==> src/hw/gauge_pkg.sv <==
package gauge_pkg;

    // ==========================================================
    // register offsets
    localparam logic [7:0] FULL_CAP_ADDR = 8'h10;
    localparam logic [7:0] GATE_ADDR = 8'h13;
    localparam logic [7:0] TERM_ADDR = 8'h1E;
    localparam logic [7:0] LEARN_ADDR = 8'h28;
    localparam logic [7:0] EMPTY_ADDR = 8'h3A;
    localparam logic [7:0] STATUS_ADDR = 8'h3E;
    localparam logic [7:0] TABLE_BASE = 8'h80;
    localparam logic [7:0] TABLE_LAST = 8'hAF;
    localparam int TABLE_WORDS = 48;
    localparam int MISC_COUNT = 9;
    // residual_q_0..3, design_capacity, nominal_full_capacity,
    // average_empty_current, cell_model_resistance, thermal_coefficient
    localparam logic [7:0] MISC_ADDR [MISC_COUNT] = '{
        8'h12, 8'h22, 8'h32, 8'h42, 8'h18, 8'h23, 8'h36, 8'h38, 8'h39
    };

    // ==========================================================
    // reset values
    localparam logic [15:0] FULL_CAP_RST = 16'h0000;
    localparam logic [15:0] GATE_RST = 16'h4600;
    localparam logic [15:0] TERM_RST = 16'h03C0;
    localparam logic [15:0] EMPTY_RST = 16'h9C5C;
    localparam logic [15:0] MISC_RST = 16'h0000;
    localparam logic FILT_EMPTY_RST = 1'b0;

    // ==========================================================
    // field positions and scaling
    localparam int TRIP_LSB = 7;
    localparam int TRIP_W = 9;
    localparam int REARM_LSB = 0;
    localparam int REARM_W = 7;
    localparam int FILT_EMPTY_BIT = 2;
    localparam logic [15:0] TRIP_STEP_MV = 16'h000A;
    localparam logic [15:0] REARM_STEP_MV = 16'h0028;
    localparam int LO_SHIFT = 3;
    localparam int HI_SHIFT = 2;

    // bus address, value arbitrary
    localparam logic [6:0] DEV_ADDR_DFLT = 7'h2A;

    // ==========================================================
    // carriers
    typedef struct packed {
        logic valid;
        logic [15:0] soc_vf;
        logic signed [15:0] current;
        logic signed [15:0] avg_current;
        logic [15:0] vcell_mv;
        logic [15:0] avg_vcell_mv;
        logic [15:0] rem_cap;
    } meas_t;

    typedef struct packed {
        logic valid;
        logic [7:0] addr;
        logic [15:0] data;
    } reg_wr_t;

    typedef enum logic [2:0] {
        S_IDLE,
        S_ADDR,
        S_ADDR_ACK,
        S_RX,
        S_RX_ACK,
        S_TX,
        S_TX_ACK
    } twi_state_t;

endpackage : gauge_pkg

==> src/hw/two_wire_slave.sv <==
`timescale 1ns/1ps
module two_wire_slave import gauge_pkg::*; #(
    parameter logic [6:0] DEV_ADDR = DEV_ADDR_DFLT
) (
    input wire logic mclk_i,         // system clock
    input wire logic reset_n_i,      // sync reset, active low
    input wire logic scl_i,          // serial clock pin
    input wire logic sda_i,          // serial data pin in
    output logic sda_drive_low_o,    // pull data line low
    output reg_wr_t wr_o,            // register write pulse
    output logic [7:0] rd_addr_o,    // register read pointer
    input wire logic [15:0] rd_data_i // read word for pointer
);

    logic scl_meta, scl_s, scl_d;
    logic sda_meta, sda_s, sda_d;
    twi_state_t state;
    logic [3:0] bit_cnt;
    logic [7:0] shreg;
    logic [7:0] lo_hold;
    logic [7:0] ptr;
    logic rw, have_ptr, hi_byte;
    logic scl_rise, scl_fall, start_cond, stop_cond;
    logic [7:0] tx_byte;
    logic byte_done;

    // ==========================================================
    // pin synchronisers
    always_ff @(posedge mclk_i) begin
        scl_meta <= scl_i;
        scl_s <= scl_meta;
        scl_d <= scl_s;
        sda_meta <= sda_i;
        sda_s <= sda_meta;
        sda_d <= sda_s;
    end

    assign scl_rise = scl_s & ~scl_d;
    assign scl_fall = ~scl_s & scl_d;
    assign start_cond = scl_s & scl_d & sda_d & ~sda_s;
    assign stop_cond = scl_s & scl_d & ~sda_d & sda_s;
    assign tx_byte = hi_byte ? rd_data_i[15:8] : rd_data_i[7:0];
    assign byte_done = scl_fall && (bit_cnt == 4'h8);
    assign rd_addr_o = ptr;

    // ==========================================================
    // protocol engine, low byte first, pointer auto-increments
    always_ff @(posedge mclk_i) begin
        if (!reset_n_i) begin
            state <= S_IDLE;
            bit_cnt <= 4'h0;
            shreg <= 8'h00;
            lo_hold <= 8'h00;
            ptr <= 8'h00;
            rw <= 1'b0;
            have_ptr <= 1'b0;
            hi_byte <= 1'b0;
            sda_drive_low_o <= 1'b0;
            wr_o <= '0;
        end else begin
            wr_o.valid <= 1'b0;
            if (start_cond) begin
                state <= S_ADDR;
                bit_cnt <= 4'h0;
                have_ptr <= 1'b0;
                hi_byte <= 1'b0;
                sda_drive_low_o <= 1'b0;
            end else if (stop_cond) begin
                state <= S_IDLE;
                sda_drive_low_o <= 1'b0;
            end else begin
                case (state)
                    S_ADDR, S_RX: begin
                        if (scl_rise) begin
                            shreg <= {shreg[6:0], sda_s};
                            bit_cnt <= bit_cnt + 4'h1;
                        end else if (byte_done) begin
                            bit_cnt <= 4'h0;
                            if (state == S_ADDR) begin
                                if (shreg[7:1] == DEV_ADDR) begin
                                    rw <= shreg[0];
                                    sda_drive_low_o <= 1'b1;
                                    state <= S_ADDR_ACK;
                                end else begin
                                    state <= S_IDLE;
                                end
                            end else begin
                                sda_drive_low_o <= 1'b1;
                                state <= S_RX_ACK;
                                if (!have_ptr) begin
                                    ptr <= shreg;
                                    have_ptr <= 1'b1;
                                end else if (!hi_byte) begin
                                    lo_hold <= shreg;
                                    hi_byte <= 1'b1;
                                end else begin
                                    wr_o.valid <= 1'b1;
                                    wr_o.addr <= ptr;
                                    wr_o.data <= {shreg, lo_hold};
                                    ptr <= ptr + 8'h01;
                                    hi_byte <= 1'b0;
                                end
                            end
                        end
                    end
                    S_ADDR_ACK, S_RX_ACK: begin
                        if (scl_fall) begin
                            if (state == S_ADDR_ACK && rw) begin
                                shreg <= tx_byte;
                                sda_drive_low_o <= ~tx_byte[7];
                                state <= S_TX;
                            end else begin
                                sda_drive_low_o <= 1'b0;
                                state <= S_RX;
                            end
                        end
                    end
                    S_TX: begin
                        if (scl_rise) begin
                            bit_cnt <= bit_cnt + 4'h1;
                        end else if (byte_done) begin
                            bit_cnt <= 4'h0;
                            sda_drive_low_o <= 1'b0;
                            state <= S_TX_ACK;
                        end else if (scl_fall) begin
                            shreg <= {shreg[6:0], 1'b0};
                            sda_drive_low_o <= ~shreg[6];
                        end
                    end
                    S_TX_ACK: begin
                        if (scl_rise) begin
                            if (sda_s) begin
                                state <= S_IDLE;
                            end
                            if (hi_byte) begin
                                ptr <= ptr + 8'h01;
                            end
                            hi_byte <= ~hi_byte;
                        end else if (scl_fall) begin
                            shreg <= tx_byte;
                            sda_drive_low_o <= ~tx_byte[7];
                            state <= S_TX;
                        end
                    end
                    default: begin
                        state <= S_IDLE;
                    end
                endcase
            end
        end
    end

endmodule : two_wire_slave

==> src/hw/charge_end_and_empty_detect.sv <==
`timescale 1ns/1ps
module charge_end_and_empty_detect import gauge_pkg::*; #(
    parameter logic [6:0] DEV_ADDR = DEV_ADDR_DFLT
) (
    input wire logic mclk_i,         // system clock 125 MHz
    input wire logic reset_n_i,      // sync reset, active low
    input wire logic scl_i,          // serial clock pin
    input wire logic sda_i,          // serial data pin in
    output logic sda_o,              // serial data out, always low
    output logic sda_oe_n_o,         // low while pulling data low
    input meas_t meas_i,             // measurement update
    output logic eoc_o,              // end of charge pulse
    output logic empty_o,            // empty flag
    output logic [15:0] full_cap_o   // learned full capacity
);

    reg_wr_t wr;
    logic [7:0] rd_addr;
    logic [15:0] rd_data;
    logic drive_low;

    logic [15:0] full_cap;
    logic [15:0] gate;
    logic [15:0] term_thr;
    logic [15:0] empty_cfg;
    logic filt_empty;
    logic [15:0] misc [MISC_COUNT];
    logic [15:0] cell_table [TABLE_WORDS];
    logic lower_pend;
    logic [15:0] pend_cap;
    logic eoc_last;
    logic empty;

    // ==========================================================
    // serial register port
    two_wire_slave #(
        .DEV_ADDR(DEV_ADDR)
    ) u_twi (
        .mclk_i(mclk_i),
        .reset_n_i(reset_n_i),
        .scl_i(scl_i),
        .sda_i(sda_i),
        .sda_drive_low_o(drive_low),
        .wr_o(wr),
        .rd_addr_o(rd_addr),
        .rd_data_i(rd_data)
    );

    assign sda_o = 1'b0;
    assign sda_oe_n_o = ~drive_low;

    // ==========================================================
    // write decode
    logic wr_full_cap, wr_gate, wr_term, wr_empty, wr_learn, wr_table;
    logic [5:0] wr_tbl_idx;
    assign wr_full_cap = wr.valid && (wr.addr == FULL_CAP_ADDR);
    assign wr_gate = wr.valid && (wr.addr == GATE_ADDR);
    assign wr_term = wr.valid && (wr.addr == TERM_ADDR);
    assign wr_empty = wr.valid && (wr.addr == EMPTY_ADDR);
    assign wr_learn = wr.valid && (wr.addr == LEARN_ADDR);
    assign wr_table = wr.valid && (wr.addr >= TABLE_BASE) && (wr.addr <= TABLE_LAST);
    assign wr_tbl_idx = 6'(wr.addr - TABLE_BASE);

    // ==========================================================
    // read select, unmapped reads zero
    logic rd_table;
    logic [5:0] rd_tbl_idx;
    logic [15:0] misc_rd;
    logic [15:0] learn_word;
    logic [15:0] status_word;
    assign rd_table = (rd_addr >= TABLE_BASE) && (rd_addr <= TABLE_LAST);
    assign rd_tbl_idx = 6'(rd_addr - TABLE_BASE);
    assign learn_word = 16'(filt_empty) << FILT_EMPTY_BIT;
    assign status_word = {13'h0000, eoc_last, lower_pend, empty};

    always_comb begin
        misc_rd = 16'h0000;
        for (int i = 0; i < MISC_COUNT; i++) begin
            if (rd_addr == MISC_ADDR[i]) begin
                misc_rd = misc_rd | misc[i];
            end
        end
    end

    assign rd_data = (rd_addr == FULL_CAP_ADDR) ? full_cap :
                     (rd_addr == GATE_ADDR) ? gate :
                     (rd_addr == TERM_ADDR) ? term_thr :
                     (rd_addr == EMPTY_ADDR) ? empty_cfg :
                     (rd_addr == LEARN_ADDR) ? learn_word :
                     (rd_addr == STATUS_ADDR) ? status_word :
                     rd_table ? cell_table[rd_tbl_idx] : misc_rd;

    // ==========================================================
    // configuration registers
    always_ff @(posedge mclk_i) begin
        if (!reset_n_i) begin
            gate <= GATE_RST;
            term_thr <= TERM_RST;
            empty_cfg <= EMPTY_RST;
            filt_empty <= FILT_EMPTY_RST;
        end else begin
            if (wr_gate) begin
                gate <= wr.data;
            end
            if (wr_term) begin
                term_thr <= wr.data;
            end
            if (wr_empty) begin
                empty_cfg <= wr.data;
            end
            if (wr_learn) begin
                filt_empty <= wr.data[FILT_EMPTY_BIT];
            end
        end
    end

    for (genvar g = 0; g < MISC_COUNT; g++) begin : g_misc
        always_ff @(posedge mclk_i) begin
            if (!reset_n_i) begin
                misc[g] <= MISC_RST;
            end else if (wr.valid && (wr.addr == MISC_ADDR[g])) begin
                misc[g] <= wr.data;
            end
        end
    end

    always_ff @(posedge mclk_i) begin
        if (wr_table) begin
            cell_table[wr_tbl_idx] <= wr.data;
        end
    end

    // ==========================================================
    // end of charge qualification
    logic signed [17:0] thr_ext, lo_band, hi_band, cur_ext, avg_ext;
    logic soc_ok, cur_ok, avg_ok, eoc_qual;
    assign thr_ext = 18'(signed'(term_thr));
    assign lo_band = thr_ext >>> LO_SHIFT;
    assign hi_band = thr_ext + (thr_ext >>> HI_SHIFT);
    assign cur_ext = 18'(meas_i.current);
    assign avg_ext = 18'(meas_i.avg_current);
    assign soc_ok = meas_i.soc_vf > gate;
    assign cur_ok = (cur_ext > lo_band) && (cur_ext < hi_band);
    assign avg_ok = (avg_ext > lo_band) && (avg_ext < hi_band);
    assign eoc_qual = soc_ok && cur_ok && avg_ok;

    // ==========================================================
    // full capacity learning
    logic cap_low;
    assign cap_low = meas_i.rem_cap >= full_cap;

    always_ff @(posedge mclk_i) begin
        if (!reset_n_i) begin
            full_cap <= FULL_CAP_RST;
            lower_pend <= 1'b0;
            pend_cap <= 16'h0000;
        end else if (meas_i.valid && eoc_qual) begin
            if (cap_low) begin
                full_cap <= meas_i.rem_cap;
                lower_pend <= 1'b0;
            end else begin
                lower_pend <= 1'b1;
                pend_cap <= meas_i.rem_cap;
            end
        end else if (meas_i.valid && lower_pend) begin
            full_cap <= pend_cap;
            lower_pend <= 1'b0;
        end else if (wr_full_cap) begin
            full_cap <= wr.data;
            lower_pend <= 1'b0;
        end
    end

    always_ff @(posedge mclk_i) begin
        if (!reset_n_i) begin
            eoc_o <= 1'b0;
            eoc_last <= 1'b0;
        end else begin
            eoc_o <= meas_i.valid && eoc_qual;
            if (meas_i.valid) begin
                eoc_last <= eoc_qual;
            end
        end
    end

    assign full_cap_o = full_cap;

    // ==========================================================
    // empty detection with rearm hysteresis
    logic [15:0] v_sel, trip_mv, rearm_mv;
    logic trip_hit, rearm_hit;
    assign v_sel = filt_empty ? meas_i.avg_vcell_mv : meas_i.vcell_mv;
    assign trip_mv = 16'(empty_cfg[TRIP_LSB +: TRIP_W]) * TRIP_STEP_MV;
    assign rearm_mv = 16'(empty_cfg[REARM_LSB +: REARM_W]) * REARM_STEP_MV;
    assign trip_hit = v_sel <= trip_mv;
    assign rearm_hit = v_sel > rearm_mv;

    always_ff @(posedge mclk_i) begin
        if (!reset_n_i) begin
            empty <= 1'b0;
        end else if (meas_i.valid) begin
            if (!empty && trip_hit) begin
                empty <= 1'b1;
            end else if (empty && rearm_hit) begin
                empty <= 1'b0;
            end
        end
    end

    assign empty_o = empty;

    // ==========================================================
    // checks
    eoc_gate_a: assert property (@(posedge mclk_i) disable iff (!reset_n_i)
        eoc_o |-> $past(soc_ok))
        else $error("end of charge without soc above gate");

    eoc_cur_band_a: assert property (@(posedge mclk_i) disable iff (!reset_n_i)
        meas_i.valid && (cur_ext <= lo_band || cur_ext >= hi_band) |=> !eoc_o)
        else $error("end of charge with current out of band");

    eoc_avg_band_a: assert property (@(posedge mclk_i) disable iff (!reset_n_i)
        meas_i.valid && (avg_ext <= lo_band || avg_ext >= hi_band) |=> !eoc_o)
        else $error("end of charge with averaged current out of band");

    eoc_both_a: assert property (@(posedge mclk_i) disable iff (!reset_n_i)
        meas_i.valid && soc_ok && cur_ok && avg_ok |=>
        eoc_o ##1 (eoc_o == $past(meas_i.valid && eoc_qual)))
        else $error("qualified end of charge not flagged once");

    cap_raise_a: assert property (@(posedge mclk_i) disable iff (!reset_n_i)
        meas_i.valid && eoc_qual && cap_low |=> full_cap == $past(meas_i.rem_cap))
        else $error("low capacity not raised to remaining");

    cap_lower_a: assert property (@(posedge mclk_i) disable iff (!reset_n_i)
        lower_pend && meas_i.valid && !eoc_qual |=>
        full_cap == $past(pend_cap) && !lower_pend)
        else $error("high capacity not lowered after last event");

    cap_cover_a: assert property (@(posedge mclk_i) disable iff (!reset_n_i)
        eoc_o && !lower_pend |-> full_cap >= $past(meas_i.rem_cap))
        else $error("capacity left below remaining capacity");

    reset_values_a: assert property (@(posedge mclk_i)
        $rose(reset_n_i) |-> term_thr == TERM_RST && gate == GATE_RST &&
        empty_cfg == EMPTY_RST && !empty_o && !eoc_o)
        else $error("power-up defaults wrong");

    empty_set_a: assert property (@(posedge mclk_i) disable iff (!reset_n_i)
        meas_i.valid && !empty && trip_hit |=> empty_o)
        else $error("empty not set at trip level");

    empty_hold_a: assert property (@(posedge mclk_i) disable iff (!reset_n_i)
        empty && !(meas_i.valid && rearm_hit) |=> empty_o)
        else $error("empty dropped before rearm");

    empty_rearm_a: assert property (@(posedge mclk_i) disable iff (!reset_n_i)
        meas_i.valid && empty && rearm_hit |=> !empty_o)
        else $error("empty not cleared above rearm level");

    eoc_upd_only_a: assert property (@(posedge mclk_i) disable iff (!reset_n_i)
        !meas_i.valid |=> !eoc_o)
        else $error("end of charge without measurement update");

    empty_upd_only_a: assert property (@(posedge mclk_i) disable iff (!reset_n_i)
        !meas_i.valid |=> $stable(empty_o))
        else $error("empty flag moved without measurement update");

    cap_hold_a: assert property (@(posedge mclk_i) disable iff (!reset_n_i)
        !meas_i.valid && !wr_full_cap |=> $stable(full_cap_o))
        else $error("full capacity moved without update or write");

    cap_write_a: assert property (@(posedge mclk_i) disable iff (!reset_n_i)
        wr_full_cap && !meas_i.valid |=> full_cap_o == $past(wr.data) && !lower_pend)
        else $error("host write of full capacity lost");

    filt_avg_a: assert property (@(posedge mclk_i) disable iff (!reset_n_i)
        meas_i.valid && filt_empty && !empty && meas_i.avg_vcell_mv <= trip_mv |=> empty_o)
        else $error("empty not taken from averaged voltage");

    filt_inst_a: assert property (@(posedge mclk_i) disable iff (!reset_n_i)
        meas_i.valid && !filt_empty && !empty && meas_i.vcell_mv <= trip_mv |=> empty_o)
        else $error("empty not taken from instantaneous voltage");

endmodule : charge_end_and_empty_detect

==> config.mk <==
export PLATFORM = sky130hd
export DESIGN_NAME = charge_end_and_empty_detect
export DESIGN_NICKNAME = d
export VERILOG_FILES = /design/src/hw/gauge_pkg.sv /design/src/hw/two_wire_slave.sv /design/src/hw/charge_end_and_empty_detect.sv
export SDC_FILE = /design/constraint.sdc
export NUM_CORES = 2
export LEC_CHECK = 0
export BUFFER_PORTS_ARGS = -buffer_cell sky130_fd_sc_hd__buf_2
export CAP_MARGIN = 10
export CELL_PAD_IN_SITES_DETAIL_PLACEMENT = 1
export CELL_PAD_IN_SITES_GLOBAL_PLACEMENT = 2
export CORE_MARGIN = 3
export CORE_UTILIZATION = 42
export CTS_CLUSTER_DIAMETER = 150
export CTS_CLUSTER_SIZE = 28
export DETAILED_ROUTE_END_ITERATION = 8
export PLACE_DENSITY_LB_ADDON = 0.1
export REMOVE_ABC_BUFFERS = 1
export SYNTH_ARGS = -nofsm -noshare
export SYNTH_HDL_FRONTEND = slang
export SYNTH_HIERARCHICAL = 1
export SYNTH_SLANG_ARGS = --single-unit
==> constraint.sdc <==
create_clock -name mclk_i -period 4.4 [get_ports mclk_i]
set_clock_uncertainty 0.1 [all_clocks]
set_input_delay 0.88 -clock mclk_i [delete_from_list [all_inputs] [get_ports mclk_i]]
set_output_delay 0.88 -clock mclk_i [all_outputs]
set_load 0.02 [all_outputs]
==> results.json <==
{
  "outcome": "finished, violations left",
  "failed_checks": "negative setup slack",
  "setup_viol": 33,
  "period_minus_slack_ns": 4.792,
  "gp_congestion": 0.8311,
  "htree_levels": 2,
  "antenna_found_initial": 3,
  "grt.overflow.total": 0,
  "die_h_um": 340.8,
  "path_class": "reg2reg",
  "rows": 122,
  "p_per_area_mw_per_mm2": 311.0,
  "synth_area_mm2": 0.04707,
  "drive_gt1_frac": 0.2293,
  "r2r_slack_ns": -0.39,
  "drv_slew": 0,
  "nets": 3523,
  "max-slew-margin-rel": 0.1824,
  "multi_input_comb_area_mm2": 0.01580,
  "max_slew.worst_pin.slew_ns": 1.222,
  "viasPerCell": 5.886,
  "io_pins": 121,
  "yosysSeqAreaShare": 0.6461,
  "layout_setup_ws_ns": -0.3915,
  "fin_crit_sh": 1.089,
  "cts_root_buf": "clkbuf_16",
  "crit_required_ns": 4.86,
  "yosys.area.top_type": "edfxtp_1",
  "dr.pass1.iters": 6,
  "cellLeakagePower_uw": 0.01742,
  "cp_slowest_cell": "and4bb_4",
  "final_antenna_net_count": 0,
  "worstPathMaxFanout": 7,
  "critPathBufInv": 3,
  "grt_pass1_vias": 29310,
  "diodes": 0,
  "crit_family": "compound AO/OA/AOI/OAI gates",
  "drt_iter0_drc": 2374,
  "cp.depth": 21,
  "hold_violations": 0,
  "cts_hold_buf": 0,
  "dp_hpwl_mm": 91.90,
  "most-common-layout-cells": "edfxtp_1, mux4_2, nand2_1",
  "synth_flop_cell": "edfxtp_1",
  "synth.avg_cell_area_um2": 15.53,
  "reg2reg_from": "term_thr[2]",
  "synth.area.top_cells": "edfxtp_1, mux4_2, dfxtp_1, ha_1, and2_1",
  "start_util": 0.4241,
  "synth_cell_types": 99,
  "p_comb_frac": 0.021,
  "cts_tree": "done",
  "async_flop_share": 0,
  "start_kind": "flop",
  "core_area_mm2": 0.1110,
  "insertion_delay_ns": 0.67,
  "synth_top_area_frac": 0.5818,
  "numCtsBuffers": 44,
  "port_buffers": 119,
  "min_from": "sda_i",
  "post-route-drc-count": 0,
  "fmax_mhz": 208.7,
  "final_util": 0.4708,
  "final_common_cell": "edfxtp_1",
  "rsz0062_at_grt": "true",
  "path_clk_slew_ns": 0.12,
  "die-area_mm2": 0.1161,
  "grt_max_degree": 64,
  "cp_common_cell": "a21oi_2",
  "arrival_ns": 5.25,
  "path_cells": "ha_1 -> buf_4 -> a211o_1 -> a21oi_2 -> o21ai_2 -> nand4_1 -> a31oi_2 -> a21o_1 -> a21oi_2 -> xor2_1 -> ha_1 -> a21oi_2 -> o2111ai_2 -> a221oi_4 -> o31ai_4 -> buf_4 -> nor3b_4 -> and4bb_4 -> buf_12 -> nor3_1 -> a221o_2",
  "cts_buffer_depth": 3,
  "intPower_uw": 12910,
  "num_vias": 28090,
  "hold_depth": 1,
  "cap_violations": 0,
  "cts_sinks": 1063,
  "fillers": 10850,
  "wire_per_inst_um": 28.71,
  "crit_start": "term_thr[2]",
  "ir_worst_vdd_mv": 0.2934,
  "critPathCaptureType": "flop",
  "grt_first_pass_wirelength_mm": 202.0,
  "syn_to_final_growth_pct": 11.01,
  "switchingPower_uw": 3343,
  "seqCellArea_mm2": 0.03045,
  "seqPwrFrac": 0.669,
  "fin_setup_tns_ns": -10.53,
  "chipWidth_um": 340.8,
  "synth_cells": 3030,
  "synth_edf_count": 912,
  "r2r_cells": 21,
  "power_switching_share": 0.2058,
  "grt_use_total": 0.2342,
  "wirelength_mm": 137.0,
  "ys_ff_latch": 1063,
  "power.share.clock": 0.309,
  "min_path_type": "in2reg",
  "yosysWarnings": 6,
  "max_stage_delay_ns": 0.38
}
## cell type report
cell class,count,area share
well taps,1488,0.03563
clock buffers,65,0.02258
repair buffers,350,0.04852
multi-input cells,1707,0.3023
flip-flops and latches,1063,0.5828
inverters,92,0.006610
clock inverters,7,0.001557
## logic make-up after synthesis
family,count (synthesis),synth area share
simple gates,758,0.08313
flops,1063,0.6461
fa+ha+maj,164,0.04407
compound gates,427,0.06361
buf+inv,261,0.02387
mux,331,0.1345
xor+xnor,25,0.004652
other cells,1,0.00007967
## final timing paths
| path | end |
|---|---|
| worst max register to register | full_cap_o[14] |
| worst min register to register | u_twi/scl_s |
| worst min-delay path | u_twi/sda_meta |
| worst max-delay path | full_cap_o[14] |
## routing by layer
| metal | up-vias | track usage | share of wire |
|---|---|---|---|
| met5 | - | 0 | 0 |
| met4 | 0 | 0.04285 | 0.019 |
| met3 | 108 | 0.02138 | 0.042 |
| met2 | 668 | 0.3982 | 0.49 |
| met1 | 15030 | 0.3331 | 0.45 |
| li1 | 12280 | - | - |
## synth_stat cells, drive strengths merged (22+ instances only)
cell type	n
o211ai	25
a21oi	119
a22oi	25
inv	92
nand4	22
o21ai	60
clkbuf	99
o22ai	25
nand2	231
a222oi	28
and3	28
edfxtp	912
ha	161
and2	148
mux2i	80
buf	70
nor3	37
dfxtp	151
nand3	53
nor2	146
mux4	239
## state kept, by name (all words and copies together), names as in the netlist, 3 cells and up
name,cells
u_twi/rd_addr_o,8
u_twi/bit_cnt,4
full_cap_o,16
gate,16
term_thr,16
empty_cfg,16
misc,144
pend_cap,16
u_twi/lo_hold,8
u_twi/state,3
cell_table,768
u_twi/wr_o,25
u_twi/shreg,8
## per-stage QoR
stage | area [um2] | worst slack, ns | hold WS [ns] | std cells | total power (uW)
after floorplan | 46290 | -6.707 | 0.2096 | 2861 | 11270
after global placement | 50490 | -0.6109 | 0.2239 | 4675 | 11420
after detailed placement | 50490 | -0.6851 | 0.2198 | 4675 | 11440
after CTS | 52060 | -0.4696 | 0.1654 | 4762 | 16420
after global routing | 52250 | -0.5458 | 0.1665 | 4772 | 16800
final | 52250 | -0.3915 | 0.2157 | 4772 | 16250
## worst reg2reg max path, delay by kind of cell, from the launching register on
kind            cells  cell delay [ns]
compound gates     11             2.09
xor+xnor            1             0.24
fa+ha+maj           2             0.63
buf+inv             3             0.48
flops               1             0.36
simple gates        4             0.75
## timing repair
| item | CTS | global route |
|---|---|---|
| pin swaps | 21 | 12 |
| endpoints found under the setup margin | 35 | 35 |
| buffers inserted | 12 | 9 |
| resized for setup | 33 | 15 |
| cloned | 3 | 1 |
## power by group through the flow
stage	registers (uW)	clock network, uW	logic (uW)
floorplan	11100	0	167
global placement	11100	0	322
detailed placement	11100	0	334
CTS	10900	5200	343
global route	10900	5530	388
finish	10900	5030	348
Note: power is estimated with default switching activity, not from simulation.
